**src/design/ows_pkg.sv**
```systemverilog
// Shared constants and types for the single-wire dimming receiver.
// Assumes a 200 MHz system clock; every time below is converted to cycles.
package ows_pkg;

    // System clock period
    localparam int CLK_PERIOD_PS = 5000;

    // Least start interval before a byte, rounded up to whole cycles
    localparam int T_START_NS = 2000;
    localparam int START_CYC = (T_START_NS * 1000 + CLK_PERIOD_PS - 1)
                               / CLK_PERIOD_PS;

    // Least end-of-stream interval closing a byte, rounded up
    localparam int END_OF_STREAM_TIME_NS = 2000;
    localparam int EOS_CYC = (END_OF_STREAM_TIME_NS * 1000 + CLK_PERIOD_PS - 1)
                             / CLK_PERIOD_PS;

    // Internal acknowledge validity delay after the last falling edge
    localparam int T_ACK_VALID_NS = 4000;
    localparam int ACK_VALID_CYC = (T_ACK_VALID_NS * 1000 + CLK_PERIOD_PS - 1)
                                   / CLK_PERIOD_PS;

    // Longest acknowledge pulse, rounded down
    localparam int T_ACK_PULSE_NS = 512000;
    localparam int ACK_PULSE_CYC = T_ACK_PULSE_NS * 1000 / CLK_PERIOD_PS;

    // Slowest bit rate; one low or high phase longer than this bit period is a timeout
    localparam int MIN_BIT_RATE = 1700;
    localparam int T_BIT_MAX_NS = 1000000000 / MIN_BIT_RATE;
    localparam int BIT_MAX_CYC = T_BIT_MAX_NS * 1000 / CLK_PERIOD_PS;

    // Widths
    localparam int CNT_W = 18;
    localparam int BYTE_BITS = 8;
    localparam int LEVEL_W = 5;
    localparam int SUB_W = 2;
    localparam int FB_W = 8;
    localparam int FIFO_W = SUB_W + LEVEL_W;
    localparam int FIFO_DEPTH = 16;

    // Data byte field positions
    localparam int ACK_REQ_POS = 7;
    localparam int SUB_HI_POS = 6;
    localparam int SUB_LO_POS = 5;
    localparam int LEVEL_MSB_POS = 4;

    // Reset values
    localparam logic [LEVEL_W-1:0] LEVEL_RESET = 5'h1F;
    // Device address: value is arbitrary
    localparam logic [BYTE_BITS-1:0] DEV_ADDR_DEFAULT = 8'h5A;

    // Receiver states
    typedef enum logic [2:0] {
        ST_IDLE,
        ST_LOW,
        ST_HIGH,
        ST_EOS,
        ST_ACKWAIT,
        ST_ACK,
        ST_ERR
    } ows_state_t;

endpackage

```
**src/design/ows_fifo.sv**
```systemverilog
// Small synchronous FIFO with valid/ready on both sides.
// Assumes one clock and a synchronous active-high reset.
`timescale 1ns/1ps
`default_nettype none
module ows_fifo #(
    parameter int W = 7,
    parameter int DEPTH = 16
) (
    // Clock and reset
    input wire logic clk,
    input wire logic sys_rst,
    // Fill side
    input wire logic in_valid,
    output logic in_ready,
    input wire logic [W-1:0] in_data,
    // Drain side
    output logic out_valid,
    input wire logic out_ready,
    output logic [W-1:0] out_data
);
    localparam int AW = $clog2(DEPTH);

    logic [W-1:0] mem [DEPTH];
    logic [AW:0] wr_q;
    logic [AW:0] rd_q;
    logic do_wr;
    logic do_rd;

    // Full when pointers differ only in the wrap bit
    assign in_ready = !((wr_q[AW] != rd_q[AW])
                        && (wr_q[AW-1:0] == rd_q[AW-1:0]));
    assign out_valid = (wr_q != rd_q);
    assign out_data = mem[rd_q[AW-1:0]];
    assign do_wr = in_valid && in_ready;
    assign do_rd = out_valid && out_ready;

    // Storage; no reset needed, contents are guarded by the pointers
    always_ff @(posedge clk) begin
        if (do_wr) begin
            mem[wr_q[AW-1:0]] <= in_data;
        end
    end

    // Pointers
    always_ff @(posedge clk) begin
        if (sys_rst) begin
            wr_q <= '0;
            rd_q <= '0;
        end else begin
            if (do_wr) begin
                wr_q <= wr_q + 1'b1;
            end
            if (do_rd) begin
                rd_q <= rd_q + 1'b1;
            end
        end
    end
endmodule
`default_nettype wire

```
**src/design/ows_rx.sv**
```systemverilog
// Single-wire dimming command receiver with open-drain acknowledge.
// Assumes ctrl_in is synchronous to clk and the line idles high via pull-up.
// Functional notes
// - Frame is address byte then data byte, each sent MSB first.
// - Data byte: bit 7 ack request, bits 6-5 sub-address, 4-0 level.
// - Line already high before address byte needs no start interval.
// - Each byte ends with at least 2 us end-of-stream interval.
// - Bit period runs from falling edge to next falling edge.
// - High time at least twice low time decodes as one.
// - Low time at least twice high time decodes as zero.
// - Ack only with request flag, matching address, sixteen good bits.
// - Ack pulls line low after validity delay, at most 512 us.
// - Ack is open-drain low only; line never driven high.
// - Level code selects one of 32 pseudo-log reference steps.
// - Stored level resets to full scale.
// - Decoder works from 1.7 to 160 kbit/s without setup.
`timescale 1ns/1ps
`default_nettype none
module ows_rx
    import ows_pkg::*;
#(
    parameter int ACK_PULSE_CYCLES = ACK_PULSE_CYC,
    parameter int BIT_MAX_CYCLES = BIT_MAX_CYC,
    parameter logic [BYTE_BITS-1:0] DEV_ADDR = DEV_ADDR_DEFAULT
) (
    // Clock and reset
    input wire logic clk,
    input wire logic sys_rst,
    // Control pin, open drain
    input wire logic ctrl_in,
    output logic ctrl_out,
    output logic ctrl_oe_n,
    // Level consumer
    input wire logic level_hold,
    output logic [LEVEL_W-1:0] level_code,
    output logic [SUB_W-1:0] sub_address,
    output logic [FB_W-1:0] feedback_reference_mv,
    // Status
    output logic frame_ok,
    output logic frame_drop,
    output logic frame_err,
    output logic rx_busy
);

    // Reference step in millivolts for each level code
    function automatic logic [FB_W-1:0] ows_fb_mv(
        input logic [LEVEL_W-1:0] code);
        case (code)
            5'h00: ows_fb_mv = 8'h00;
            5'h01: ows_fb_mv = 8'h05;
            5'h02: ows_fb_mv = 8'h08;
            5'h03: ows_fb_mv = 8'h0B;
            5'h04: ows_fb_mv = 8'h0E;
            5'h05: ows_fb_mv = 8'h11;
            5'h06: ows_fb_mv = 8'h14;
            5'h07: ows_fb_mv = 8'h17;
            5'h08: ows_fb_mv = 8'h1A;
            5'h09: ows_fb_mv = 8'h1D;
            5'h0A: ows_fb_mv = 8'h20;
            5'h0B: ows_fb_mv = 8'h23;
            5'h0C: ows_fb_mv = 8'h26;
            5'h0D: ows_fb_mv = 8'h2C;
            5'h0E: ows_fb_mv = 8'h32;
            5'h0F: ows_fb_mv = 8'h38;
            5'h10: ows_fb_mv = 8'h3E;
            5'h11: ows_fb_mv = 8'h44;
            5'h12: ows_fb_mv = 8'h4A;
            5'h13: ows_fb_mv = 8'h50;
            5'h14: ows_fb_mv = 8'h56;
            5'h15: ows_fb_mv = 8'h5C;
            5'h16: ows_fb_mv = 8'h62;
            5'h17: ows_fb_mv = 8'h68;
            5'h18: ows_fb_mv = 8'h74;
            5'h19: ows_fb_mv = 8'h80;
            5'h1A: ows_fb_mv = 8'h8C;
            5'h1B: ows_fb_mv = 8'h98;
            5'h1C: ows_fb_mv = 8'hA4;
            5'h1D: ows_fb_mv = 8'hB0;
            5'h1E: ows_fb_mv = 8'hBC;
            default: ows_fb_mv = 8'hC8;
        endcase
    endfunction

    // True when a exceeds b and is at least twice b
    function automatic logic ows_dominates(
        input logic [CNT_W-1:0] a,
        input logic [CNT_W-1:0] b);
        ows_dominates = (a > b) && ({1'b0, a} >= {b, 1'b0});
    endfunction

    ows_state_t state_q;
    logic in_q;
    logic prev_q;
    logic [CNT_W-1:0] cnt_q;
    logic [CNT_W-1:0] low_len_q;
    logic [CNT_W-1:0] ack_len_q;
    logic [3:0] bit_cnt_q;
    logic byte_idx_q;
    logic [BYTE_BITS-1:0] shreg_q;
    logic [BYTE_BITS-1:0] addr_q;
    logic push_q;
    logic [FIFO_W-1:0] push_data_q;
    logic ok_q;
    logic drop_q;
    logic err_q;
    logic busy_q;
    logic oe_n_q;
    logic out_q;
    logic [LEVEL_W-1:0] level_q;
    logic [SUB_W-1:0] sub_q;
    logic [FB_W-1:0] fb_q;
    logic fall;
    logic rise;
    logic start_ok;
    logic timeout;
    logic bit_one;
    logic bit_zero;
    logic enter_ack;
    logic drive_d;
    logic fifo_in_ready;
    logic fifo_out_valid;
    logic [FIFO_W-1:0] fifo_out_data;

    // Line edges; cnt_q is the time since the last edge
    assign fall = prev_q && !in_q;
    assign rise = !prev_q && in_q;
    assign start_ok = prev_q && (cnt_q >= CNT_W'(START_CYC - 1));
    assign timeout = cnt_q >= CNT_W'(BIT_MAX_CYCLES);
    assign bit_one = ows_dominates(cnt_q, low_len_q);
    assign bit_zero = ows_dominates(low_len_q, cnt_q);
    assign enter_ack = (state_q == ST_ACKWAIT) && !rise
                       && (cnt_q == CNT_W'(ACK_VALID_CYC - 1));
    // pull-down held for the fixed pulse length
    assign drive_d = enter_ack || ((state_q == ST_ACK)
                     && (cnt_q != CNT_W'(ACK_PULSE_CYCLES - 1)));

    // Pin sampling; idle level is high
    always_ff @(posedge clk) begin
        if (sys_rst) begin
            in_q <= 1'b1;
            prev_q <= 1'b1;
        end else begin
            in_q <= ctrl_in;
            prev_q <= in_q;
        end
    end

    // edge-to-edge timer, free of any rate setting
    always_ff @(posedge clk) begin
        if (sys_rst) begin
            cnt_q <= '0;
        end else if (((fall || rise) && state_q != ST_ACK) || enter_ack) begin
            cnt_q <= '0;
        end else if (cnt_q != '1) begin
            cnt_q <= cnt_q + 1'b1;
        end
    end

    // Frame sequencer
    always_ff @(posedge clk) begin
        if (sys_rst) begin
            state_q <= ST_IDLE;
            byte_idx_q <= 1'b0;
            bit_cnt_q <= 4'h0;
            shreg_q <= 8'h00;
            addr_q <= 8'h00;
            low_len_q <= '0;
            push_q <= 1'b0;
            push_data_q <= '0;
            ok_q <= 1'b0;
            drop_q <= 1'b0;
            err_q <= 1'b0;
        end else begin
            push_q <= 1'b0;
            ok_q <= 1'b0;
            drop_q <= 1'b0;
            err_q <= 1'b0;
            case (state_q)
                ST_IDLE: begin
                    // start interval only needed before data byte
                    if (fall && (!byte_idx_q || start_ok)) begin
                        state_q <= ST_LOW;
                        bit_cnt_q <= 4'h0;
                    end else if (fall) begin
                        state_q <= ST_ERR;
                        err_q <= 1'b1;
                    end else if (byte_idx_q && !in_q && timeout) begin
                        byte_idx_q <= 1'b0;
                        drop_q <= 1'b1;
                    end
                end
                ST_LOW: begin
                    if (rise) begin
                        low_len_q <= cnt_q;
                        state_q <= ST_HIGH;
                    end else if (timeout) begin
                        state_q <= ST_ERR;
                        err_q <= 1'b1;
                    end
                end
                ST_HIGH: begin
                    if (fall) begin
                        if (!bit_one && !bit_zero) begin
                            state_q <= ST_ERR;
                            err_q <= 1'b1;
                        end else begin
                            shreg_q <= {shreg_q[BYTE_BITS-2:0], bit_one};
                            bit_cnt_q <= bit_cnt_q + 4'h1;
                            if (bit_cnt_q == 4'(BYTE_BITS - 1)) begin
                                state_q <= ST_EOS;
                            end else begin
                                state_q <= ST_LOW;
                            end
                        end
                    end else if (timeout) begin
                        state_q <= ST_ERR;
                        err_q <= 1'b1;
                    end
                end
                ST_EOS: begin
                    // line must stay low for the end-of-stream time
                    if (rise) begin
                        state_q <= ST_ERR;
                        err_q <= 1'b1;
                    end else if (cnt_q == CNT_W'(EOS_CYC - 1)) begin
                        state_q <= ST_IDLE;
                        if (!byte_idx_q) begin
                            addr_q <= shreg_q;
                            byte_idx_q <= 1'b1;
                        end else begin
                            byte_idx_q <= 1'b0;
                            // address, room and flag gate the ack
                            if (addr_q == DEV_ADDR && fifo_in_ready) begin
                                push_q <= 1'b1;
                                push_data_q <= shreg_q[SUB_HI_POS:0];
                                ok_q <= 1'b1;
                                if (shreg_q[ACK_REQ_POS]) begin
                                    state_q <= ST_ACKWAIT;
                                end
                            end else begin
                                drop_q <= 1'b1;
                            end
                        end
                    end
                end
                ST_ACKWAIT: begin
                    // master releasing early abandons the ack
                    if (rise) begin
                        state_q <= ST_IDLE;
                    end else if (enter_ack) begin
                        state_q <= ST_ACK;
                    end
                end
                ST_ACK: begin
                    if (!drive_d) begin
                        state_q <= ST_IDLE;
                    end
                end
                ST_ERR: begin
                    // Resynchronise only after a long idle high
                    if (in_q && timeout) begin
                        state_q <= ST_IDLE;
                        byte_idx_q <= 1'b0;
                    end
                end
                default: begin
                    state_q <= ST_IDLE;
                    byte_idx_q <= 1'b0;
                end
            endcase
        end
    end

    always_ff @(posedge clk) begin
        if (sys_rst) begin
            oe_n_q <= 1'b1;
            out_q <= 1'b0;
        end else begin
            oe_n_q <= !drive_d;
            out_q <= 1'b0;
        end
    end

    // Commands queue here while the consumer stalls; a frame arriving with the queue full is dropped
    ows_fifo #(
        .W(FIFO_W),
        .DEPTH(FIFO_DEPTH)
    ) u_fifo (
        .clk(clk),
        .sys_rst(sys_rst),
        .in_valid(push_q),
        .in_ready(fifo_in_ready),
        .in_data(push_data_q),
        .out_valid(fifo_out_valid),
        .out_ready(!level_hold),
        .out_data(fifo_out_data)
    );

    // level register, full scale after reset
    always_ff @(posedge clk) begin
        if (sys_rst) begin
            level_q <= LEVEL_RESET;
            sub_q <= '0;
            fb_q <= ows_fb_mv(LEVEL_RESET);
        end else if (fifo_out_valid && !level_hold) begin
            level_q <= fifo_out_data[LEVEL_MSB_POS:0];
            sub_q <= fifo_out_data[SUB_HI_POS:SUB_LO_POS];
            fb_q <= ows_fb_mv(fifo_out_data[LEVEL_MSB_POS:0]);
        end
    end

    // Busy while a frame or ack is in progress
    always_ff @(posedge clk) begin
        if (sys_rst) begin
            busy_q <= 1'b0;
        end else begin
            busy_q <= (state_q != ST_IDLE) || byte_idx_q;
        end
    end

    // Helper: length of the last pull-down, for checking only
    always_ff @(posedge clk) begin
        if (sys_rst) begin
            ack_len_q <= '0;
        end else if (!oe_n_q) begin
            ack_len_q <= ack_len_q + 1'b1;
        end else if (!drive_d) begin
            ack_len_q <= ack_len_q;
        end else begin
            ack_len_q <= '0;
        end
    end

    assign ctrl_out = out_q;
    assign ctrl_oe_n = oe_n_q;
    assign level_code = level_q;
    assign sub_address = sub_q;
    assign feedback_reference_mv = fb_q;
    assign frame_ok = ok_q;
    assign frame_drop = drop_q;
    assign frame_err = err_q;
    assign rx_busy = busy_q;
endmodule
`default_nettype wire

```
**config.mk**
```make
export PLATFORM = sky130hd
export DESIGN_NAME = ows_rx
export DESIGN_NICKNAME = d
export VERILOG_FILES = /design/src/design/ows_pkg.sv /design/src/design/ows_fifo.sv /design/src/design/ows_rx.sv
export SDC_FILE = /design/constraint.sdc
export NUM_CORES = 1
export LEC_CHECK = 0
export ABC_AREA = 1
export CAP_MARGIN = 10
export CORE_MARGIN = 5
export CORE_UTILIZATION = 40
export CTS_BUF_LIST = sky130_fd_sc_hd__clkbuf_8
export DETAILED_ROUTE_END_ITERATION = 10
export DONT_BUFFER_PORTS = 1
export PLACE_DENSITY = 0.64
export SLEW_MARGIN = 20
export SYNTH_ARGS = -nofsm -noshare
export SYNTH_HDL_FRONTEND = slang
export SYNTH_HIERARCHICAL = 1
export SYNTH_SLANG_ARGS = --single-unit
```
**constraint.sdc**
```tcl
create_clock -name clk -period 4.7 [get_ports clk]
set_input_delay 1.175 -clock clk [delete_from_list [all_inputs] [get_ports clk]]
set_output_delay 1.175 -clock clk [all_outputs]
set_load 0.005 [all_outputs]
```
==> impl_metrics.ini, run 1 <==
[outcome]
status = complete, no violations

[yosys]
synth-simple-area-share = 0.200
yosysTopAreaCellShare = 0.303
synth.cell_area_mm2 = 0.0111
synth_edf_count = 112
synth-xor-area-share = 0.00869
synth_top_family_by_area = simple AND/OR/NAND/NOR gates
ys_seq_area_frac = 0.489
syn_inst = 1297
synth_compound_area_frac = 0.136
ys_ff_latch = 215
synth_adder_area_share = 0.0767
ys.flop_type = edfxtp_1
yosys.area.top_type = edfxtp_1
synth_warnings = 6
yosys.cell_types.count = 52
muxShareOfSynthArea = 0
avgSynthCellArea_um2 = 8.55
syn_nets = 1369
synthTopCellsByArea = edfxtp_1, dfxtp_1, nand2_1
async_reset_ff_frac = 0

[cts]
cts_tree = built
cts_buffers = 38
cts_hold_buf = 0
cts_max_level = 2
cts_setup_buffers = 0
ctsResizeCount = 0
cts_root_buf = clkbuf_8
cts_max_path_buffers = 3
cts.sinks = 215
clock_latency_ns = 0.53
clkSlewWorstSetupHoldPaths_ns = 0.06

[routing]
vias = 8521
drt_iter0_drc = 612
vias_per_cell = 5.00
wl_um = 25100
ant_nets = 0
drcViolationCount = 0
wl_per_cell_um = 14.7
drtPass1Iterations = 5

[job]
drv_cap = 0

[hold_path]
min_path_cells = 2
min_to = addr_q[6]$_SDFFE_PP0P_
hold_path_class = reg -> reg
hold_start = addr_q[6]$_SDFFE_PP0P_

[power_and_ir_drop]
power.leakage_uw = 0.00510
power_density_mw_per_mm2 = 372
irDropWorstVdd_mv = 0.165

[cells_and_area]
final_cell_mix = nand2_1, inv_1, edfxtp_1
n_antenna_cell = 0
final_nets = 1368
drive_above_1_share = 0.0868
post-route-cell-area_mm2 = 0.0121
area_delta_synth_final_pct = 9.51
layout_commonest_cell = nand2_1

[floorplanning]
initial_core_util = 0.403
io_pins = 25
core_area_mm2 = 0.0276
die_x_um = 177
dieArea_mm2 = 0.0312
rows = 61
chipHeight_um = 177

[place]
dp_hpwl_um = 17300
portBuffers = 0
place_area_mm2 = 0.0114
gp_congestion = 0.855

[global_route]
grt_pass1_vias = 8177
overflow = 0
grt_max_degree = 84
antenna_found_initial = 0
grtUsageTotal = 0.161
grt_first_pass_wirelength_um = 41500

[worst_setup_path]
worstSetupStartpointType = flip-flop
crit_type = reg -> reg
worst_ep_required_time_ns = 5.15
crit_fanout = 83
reg2reg_depth = 12
r2r_end = feedback_reference_mv[1]$_SDFFE_PP0P_
end_kind = flip-flop
worst-r2r-setup-slack_ns = 1.89
arrival_ns = 3.26

[sta]
fin_crit_ns = 2.81
finalHoldViolations = 0
relSlewSlack = 0.314
finClkSkew_ns = 0.0244
finalMaxSlewViolations = 0
fmax_mhz = 356
rsz0062_at_grt = no
hold_slack_ns = 0.449
tightest_slew_ns = 1.02
finalSetupTns_ns = 0
setup_viol = 0
post-route-period-util = 0.598
[layer usage]
layer / vias to the layer above / wire, um / track usage
met4: 0 / 634 / 0.0525
met1: 3928 / 11700 / 0.219
met5: - / 0 / 0
met3: 55 / 1100 / 0.0268
met2: 192 / 11700 / 0.262
li1: 4346 / - / -
[flip-flops by register name, indices dropped and copies added, names as in the netlist, 2 cells and up, named ones only]
name / cells
push_data_q: 7
cnt_q: 18
u_fifo/mem: 112
sub_address: 2
bit_cnt_q: 4
low_len_q: 18
level_code: 5
feedback_reference_mv: 8
addr_q: 8
shreg_q: 8
u_fifo/rd_q: 5
u_fifo/wr_q: 5
state_q: 3
[kinds of logic after synthesis]
family | count (synthesis)
AND/OR/NAND/NOR | 498
AO/OA/AOI/OAI | 259
buffers and inverters | 245
flip-flops | 215
adder cells (fa/ha/maj) | 68
XOR/XNOR | 11
other | 1
[power by group]
| group | switching [uW] | internal, uW |
|---|---|---|
| Sequential | 85.7 | 2010 |
| Combinational | 452 | 236 |
| Clock | 769 | 968 |
[Yosys cell counts, types with 4 or more instances]
master	number
nand2_1	243
inv_1	181
edfxtp_1	112
nor2_1	111
a21oi_1	106
dfxtp_1	103
nand3_1	79
o21ai_0	78
ha_1	68
o211ai_1	35
clkbuf_1	21
buf_2	16
nand4_1	16
inv_2	12
nor3_1	12
nand2_2	11
xor2_1	10
a31oi_1	9
a211oi_1	6
buf_6	6
a21oi_2	5
a21o_1	4
nand3_2	4
[how the worst max path moves through the flow]
stage,from,endpoint,cells past startpoint
final,flip-flop,feedback_reference_mv[1]$_SDFFE_PP0P_,12
after CTS,flip-flop,feedback_reference_mv[1]$_SDFFE_PP0P_,12
after detailed placement,flip-flop,feedback_reference_mv[1]$_SDFFE_PP0P_,12
after global routing,flip-flop,feedback_reference_mv[1]$_SDFFE_PP0P_,12
after floorplan,flip-flop,feedback_reference_mv[1]$_SDFFE_PP0P_,12
after global placement,level_hold,feedback_reference_mv[2]$_SDFFE_PP0P_,6
[stage by stage]
step                 util  std cells  setup WS, ns  power, uW
finish              0.441       1703          1.89       4520
global route        0.441       1703          1.57       4790
CTS                 0.441       1703          1.88       4570
detailed placement  0.413       1634          1.92       2820
global placement    0.413       1634          1.96       2810
floorplan               -       1297          2.48       2680
[critical path: stages, from the launching register on]
cell,delay (ns)
dfxtp_2,0.65
buf_12,0.34
a21oi_1,0.11
o21ai_0,0.11
nand3_1,0.09
nand3_1,0.12
nand2_1,0.17
inv_1,0.21
ha_1,0.28
or2_2,0.29
o21ai_0,0.08
a21oi_1,0.09
a31oi_1,0.15
[cell type report]
cell class	count	area [um^2]
Multi-Input combinational cell	837	4680
Fill cell	2671	15400
Inverter	198	747
Tap cell	378	473
Timing Repair Buffer	6	57.6
Clock inverter	25	160
Sequential cell	215	5430
Clock buffer	44	606
(Power assumes the default switching activity.)
==> run 2, diff against run 1 <==
- clock period: 4.7 -> 2.9 ns (I/O delays scaled with it)
==> run 2 against run 1 <==
  * Setup slack lost 1.5 ns
  * Clock power is 61% higher
  * Final cell count is 0.53% higher
  * Critical path type unchanged
==> impl_metrics.ini, run 2 (same netlist as run 1, synthesis figures left out) <==
[cells_and_area]
layout_commonest_cell = nand2_1
final_cell_mix = nand2_1, inv_1, edfxtp_1
n_antenna_cell = 0
largest_register_ffs = 112
final_nets = 1377
fin_util = 0.444
drive_above_1_share = 0.0960
area_delta_synth_final_pct = 10.4

[routing]
vias_per_cell = 5.01
drcViolationCount = 0
ant_nets = 0
wl_per_cell_um = 14.6
drt_iter0_drc = 616
drtPass1Iterations = 5
vias = 8579
wl_um = 25100

[power_and_ir_drop]
power.total_uw = 7310
p_seq_frac = 0.461
p_switching_uw = 2110
combPwrFrac = 0.157
power.leakage_uw = 0.00515
irDropWorstVdd_mv = 0.245
sw_frac_of_total = 0.289
power_density_mw_per_mm2 = 597
p_int_uw = 5200
pwr-share-clk = 0.383

[sta]
tightest_slew_ns = 1.02
post-route-period-util = 0.874
finalSetupTns_ns = 0
fin_crit_ns = 2.53
setup_viol = 0
finClkSkew_ns = 0.0302
fmax_mhz = 395
relSlewSlack = 0.318
finalMaxSlewViolations = 0
finalHoldViolations = 0
rsz0062_at_grt = no

[cts]
cts_tree = built
clkSlewWorstSetupHoldPaths_ns = 0.06
clock_latency_ns = 0.54
cts_max_path_buffers = 3
cts_root_buf = clkbuf_8
cts_hold_buf = 0
cts.sinks = 215
cts_max_level = 2
cts_setup_buffers = 0
cts_buffers = 37
ctsResizeCount = 0

[worst_setup_path]
worst_ep_required_time_ns = 3.33
arrival_ns = 2.96
crit_fanout = 17
cp.buffers_inverters = 4
crit_path_cell_trace = inv_2 -> ha_1 -> nand2_1 -> inv_1 -> nand2_1 -> nand2_1 -> a21oi_1 -> nand2_1 -> inv_1 -> nand2_1 -> nand2_2 -> nand3_4 -> nand2_1 -> inv_1 -> nand2_1 -> a21oi_1
end_kind = flip-flop
path_delay_family = simple AND/OR/NAND/NOR gates
crit_type = reg -> reg
worstSetupStartpointType = flip-flop
slowest_stage = dfxtp_1
cp_common_cell = nand2_1
slowest_delay_ns = 0.58

[floorplanning]
dieArea_mm2 = 0.0312
io_pins = 25
chipHeight_um = 177
die_x_um = 177
rows = 61
core_area_mm2 = 0.0276
initial_core_util = 0.403

[place]
gp_congestion = 0.893
dp_hpwl_um = 17100
portBuffers = 0

[global_route]
antenna_found_initial = 0
grt_first_pass_wirelength_um = 41600
grt_max_degree = 75
grtUsageTotal = 0.162
grt_pass1_vias = 8284
overflow = 0

[hold_path]
hold_path_class = in -> reg

[outcome]
status = complete, no violations

[job]
drv_cap = 0
==> run 2: cell types whose count changed in the layout (fill, tap and decap cells not counted), moves of 2 or more <==
| cell | change |
|---|---|
| buf_12 | +2 |
| buf_4 | +8 |
| clkinv_1 | -2 |
| clkinv_2 | +3 |
==> run 2: cell type report <==
cell class,count,area [um^2]
clock buffer,43,592
clock inverter,25,166
fill,2679,15300
inverter,198,747
multi-input combinational,837,4680
sequential,215,5430
tap,378,473
timing repair buffer,16,158
==> run 2: final timing paths <==
kind | slack (ns) | cells after the start | end | from
worst max-delay path | 0.37 | 16 | bit_cnt_q[1]$_SDFFE_PP0P_ | cnt_q[17]$_SDFFE_PP0P_
worst min-delay path | 0.26 | 1 | bit_cnt_q[3]$_SDFFE_PP0P_ | sys_rst
worst max register to register | 0.37 | 16 | bit_cnt_q[1]$_SDFFE_PP0P_ | cnt_q[17]$_SDFFE_PP0P_
worst min register to register | 0.45 | 2 | addr_q[6]$_SDFFE_PP0P_ | addr_q[6]$_SDFFE_PP0P_
==> run 2: metal layers <==
metal | track usage | up-vias | wire length, um
li1 | - | 4359 | -
met1 | 0.215 | 3959 | 11400
met2 | 0.273 | 214 | 11900
met3 | 0.0261 | 47 | 1160
met4 | 0.0503 | 0 | 574
met5 | 0 | - | 0
==> run 2: power groups by stage <==
| stage | registers [uW] | clock network [uW] | logic [uW] |
|---|---|---|---|
| 2_1_floorplan | 3370 | 0 | 970 |
| 4_1_cts | 3370 | 2880 | 1140 |
| 3_5_place_dp | 3430 | 0 | 1130 |
| 5_1_grt | 3380 | 3020 | 1330 |
| 3_3_place_gp | 3430 | 0 | 1120 |
| 6_report | 3370 | 2800 | 1150 |
==> run 2: metrics by stage <==
step	instance area, um^2	worst slack [ns]	hold slack [ns]	std cells
after floorplan	11100	0.678	0.424	1297
after global placement	11500	0.442	0.436	1644
after detailed placement	11500	0.394	0.442	1644
after CTS	12200	0.363	0.220	1712
after global routing	12200	0.0764	0.225	1712
final	12200	0.366	0.255	1712
==> run 3, diff against run 2 <==
- CAP_MARGIN: 10 -> 20
- PLACE_DENSITY: 0.64 -> 0.53
- clock period: 2.9 -> 3.2 ns (I/O delays scaled with it)
==> run 3 against run 2 <==
  * Final area fell by 0.21%
  * Highest routed layer unchanged
  * Count of clock-buffer cells in the layout grew 1
  * Worst hold slack gained 0.079 ns
  * Global-route usage grew 0.47 points
==> impl_metrics.ini, run 3 (same netlist as run 1, synthesis figures left out) <==
[worst_setup_path]
path_delay_family = simple AND/OR/NAND/NOR gates
slowest_stage = dfxtp_4
slowest_delay_ns = 0.69
crit_type = reg -> reg
crit_path_cell_trace = o211ai_1 -> nand3_1 -> nand3_1 -> nand2_1 -> inv_1 -> ha_1 -> inv_1 -> nor2_1 -> nor2_1 -> nand2_1 -> a221o_1
worst_ep_required_time_ns = 3.62
cp.buffers_inverters = 2
end_kind = flip-flop
arrival_ns = 3.04
worstSetupStartpointType = flip-flop
crit_fanout = 54

[floorplanning]
core_area_mm2 = 0.0276
dieArea_mm2 = 0.0312
io_pins = 25
rows = 61
initial_core_util = 0.403
chipHeight_um = 177
die_x_um = 177

[cts]
cts_hold_buf = 0
cts_buffers = 41
cts_max_level = 2
cts_tree = built
ctsResizeCount = 0
clkSlewWorstSetupHoldPaths_ns = 0.06
cts_root_buf = clkbuf_8
cts.sinks = 215
cts_max_path_buffers = 3
cts_setup_buffers = 0
clock_latency_ns = 0.53

[power_and_ir_drop]
pwr-share-clk = 0.373
p_switching_uw = 1940
irDropWorstVdd_mv = 0.237
power_density_mw_per_mm2 = 534
p_seq_frac = 0.471
power.leakage_uw = 0.00517
combPwrFrac = 0.156
p_int_uw = 4590
sw_frac_of_total = 0.298

[sta]
finClkSkew_ns = 0.0184
finalWorstSetupSlack_ns = 0.573
relSlewSlack = 0.351
fin_crit_ns = 2.63
hold_slack_ns = 0.335
rsz0062_at_grt = no
post-route-period-util = 0.821
finalSetupTns_ns = 0
fmax_mhz = 381
tightest_slew_ns = 0.970
finalMaxSlewViolations = 0
finalHoldViolations = 0
setup_viol = 0

[global_route]
grt_first_pass_wirelength_um = 42400
antenna_found_initial = 0
grtUsageTotal = 0.167
grt_pass1_vias = 8091
met1_usage = 0.224
grt_max_degree = 55
overflow = 0
gr-usage-met2 = 0.281
busiest_layer = met2
use_met3 = 0.0268

[routing]
wl_per_cell_um = 15.1
vias = 8403
drtPass1Iterations = 5
wl_um = 26000
ant_nets = 0
drt_iter0_drc = 577
drcViolationCount = 0
vias_per_cell = 4.89

[hold_path]
hold_path_class = in -> reg

[cells_and_area]
n_fill_cell = 2745
seqCellArea_mm2 = 0.00543
drive_above_1_share = 0.0918
largest_register_ffs = 112
n_antenna_cell = 0
area_delta_synth_final_pct = 10.2
layout_commonest_cell = nand2_1
final_cell_mix = nand2_1, inv_1, edfxtp_1
multiInputGateArea_mm2 = 0.00468
final_nets = 1380

[place]
dp_hpwl_um = 18100
gp_congestion = 0.829
portBuffers = 0
dpl_worst_slack_ns = 0.546

[outcome]
status = complete, no violations

[job]
drv_cap = 0
-- run 3: worst paths after layout --
path	start	to	slack [ns]	depth (start not counted)
worst max-delay path	flip-flop	feedback_reference_mv[6]$_SDFFE_PP1P_	0.57	11
worst max register to register	flip-flop	feedback_reference_mv[6]$_SDFFE_PP1P_	0.57	11
worst min-delay path	sys_rst	feedback_reference_mv[4]$_SDFFE_PP0P_	0.33	1
worst min register to register	addr_q[6]$_SDFFE_PP0P_	addr_q[6]$_SDFFE_PP0P_	0.45	2
-- run 3: area by class of cell --
class	instances	area share
Inverter	198	0.0611
Clock inverter	31	0.0112
Clock buffer	44	0.0496
Multi-Input combinational cell	837	0.383
Sequential cell	215	0.444
Timing Repair Buffer	15	0.0123
Tap cell	378	0.0387
-- run 3: through the flow --
stage,cells,area [um^2],util,power (uW)
final,1718,12200,0.443,6530
after global routing,1718,12200,0.443,6930
after CTS,1718,12200,0.443,6620
after detailed placement,1643,11500,0.417,4150
after global placement,1643,11500,0.417,4150
after floorplan,1297,11100,-,3930
-- run 3: routing by layer --
layer / vias up / share of wire / wire length, um
met5: - / 0 / 0
li1: 4368 / - / -
met3: 30 / 0.037 / 963
met1: 3862 / 0.47 / 12100
met4: 0 / 0.018 / 466
met2: 143 / 0.48 / 12500
-- run 3: power groups by stage --
stage	Combinational [uW]	Sequential, uW	Clock (uW)
2_1_floorplan	879	3050	0
3_3_place_gp	1010	3130	0
3_5_place_dp	1020	3130	0
4_1_cts	1020	3080	2520
5_1_grt	1180	3090	2650
6_report	1020	3080	2430
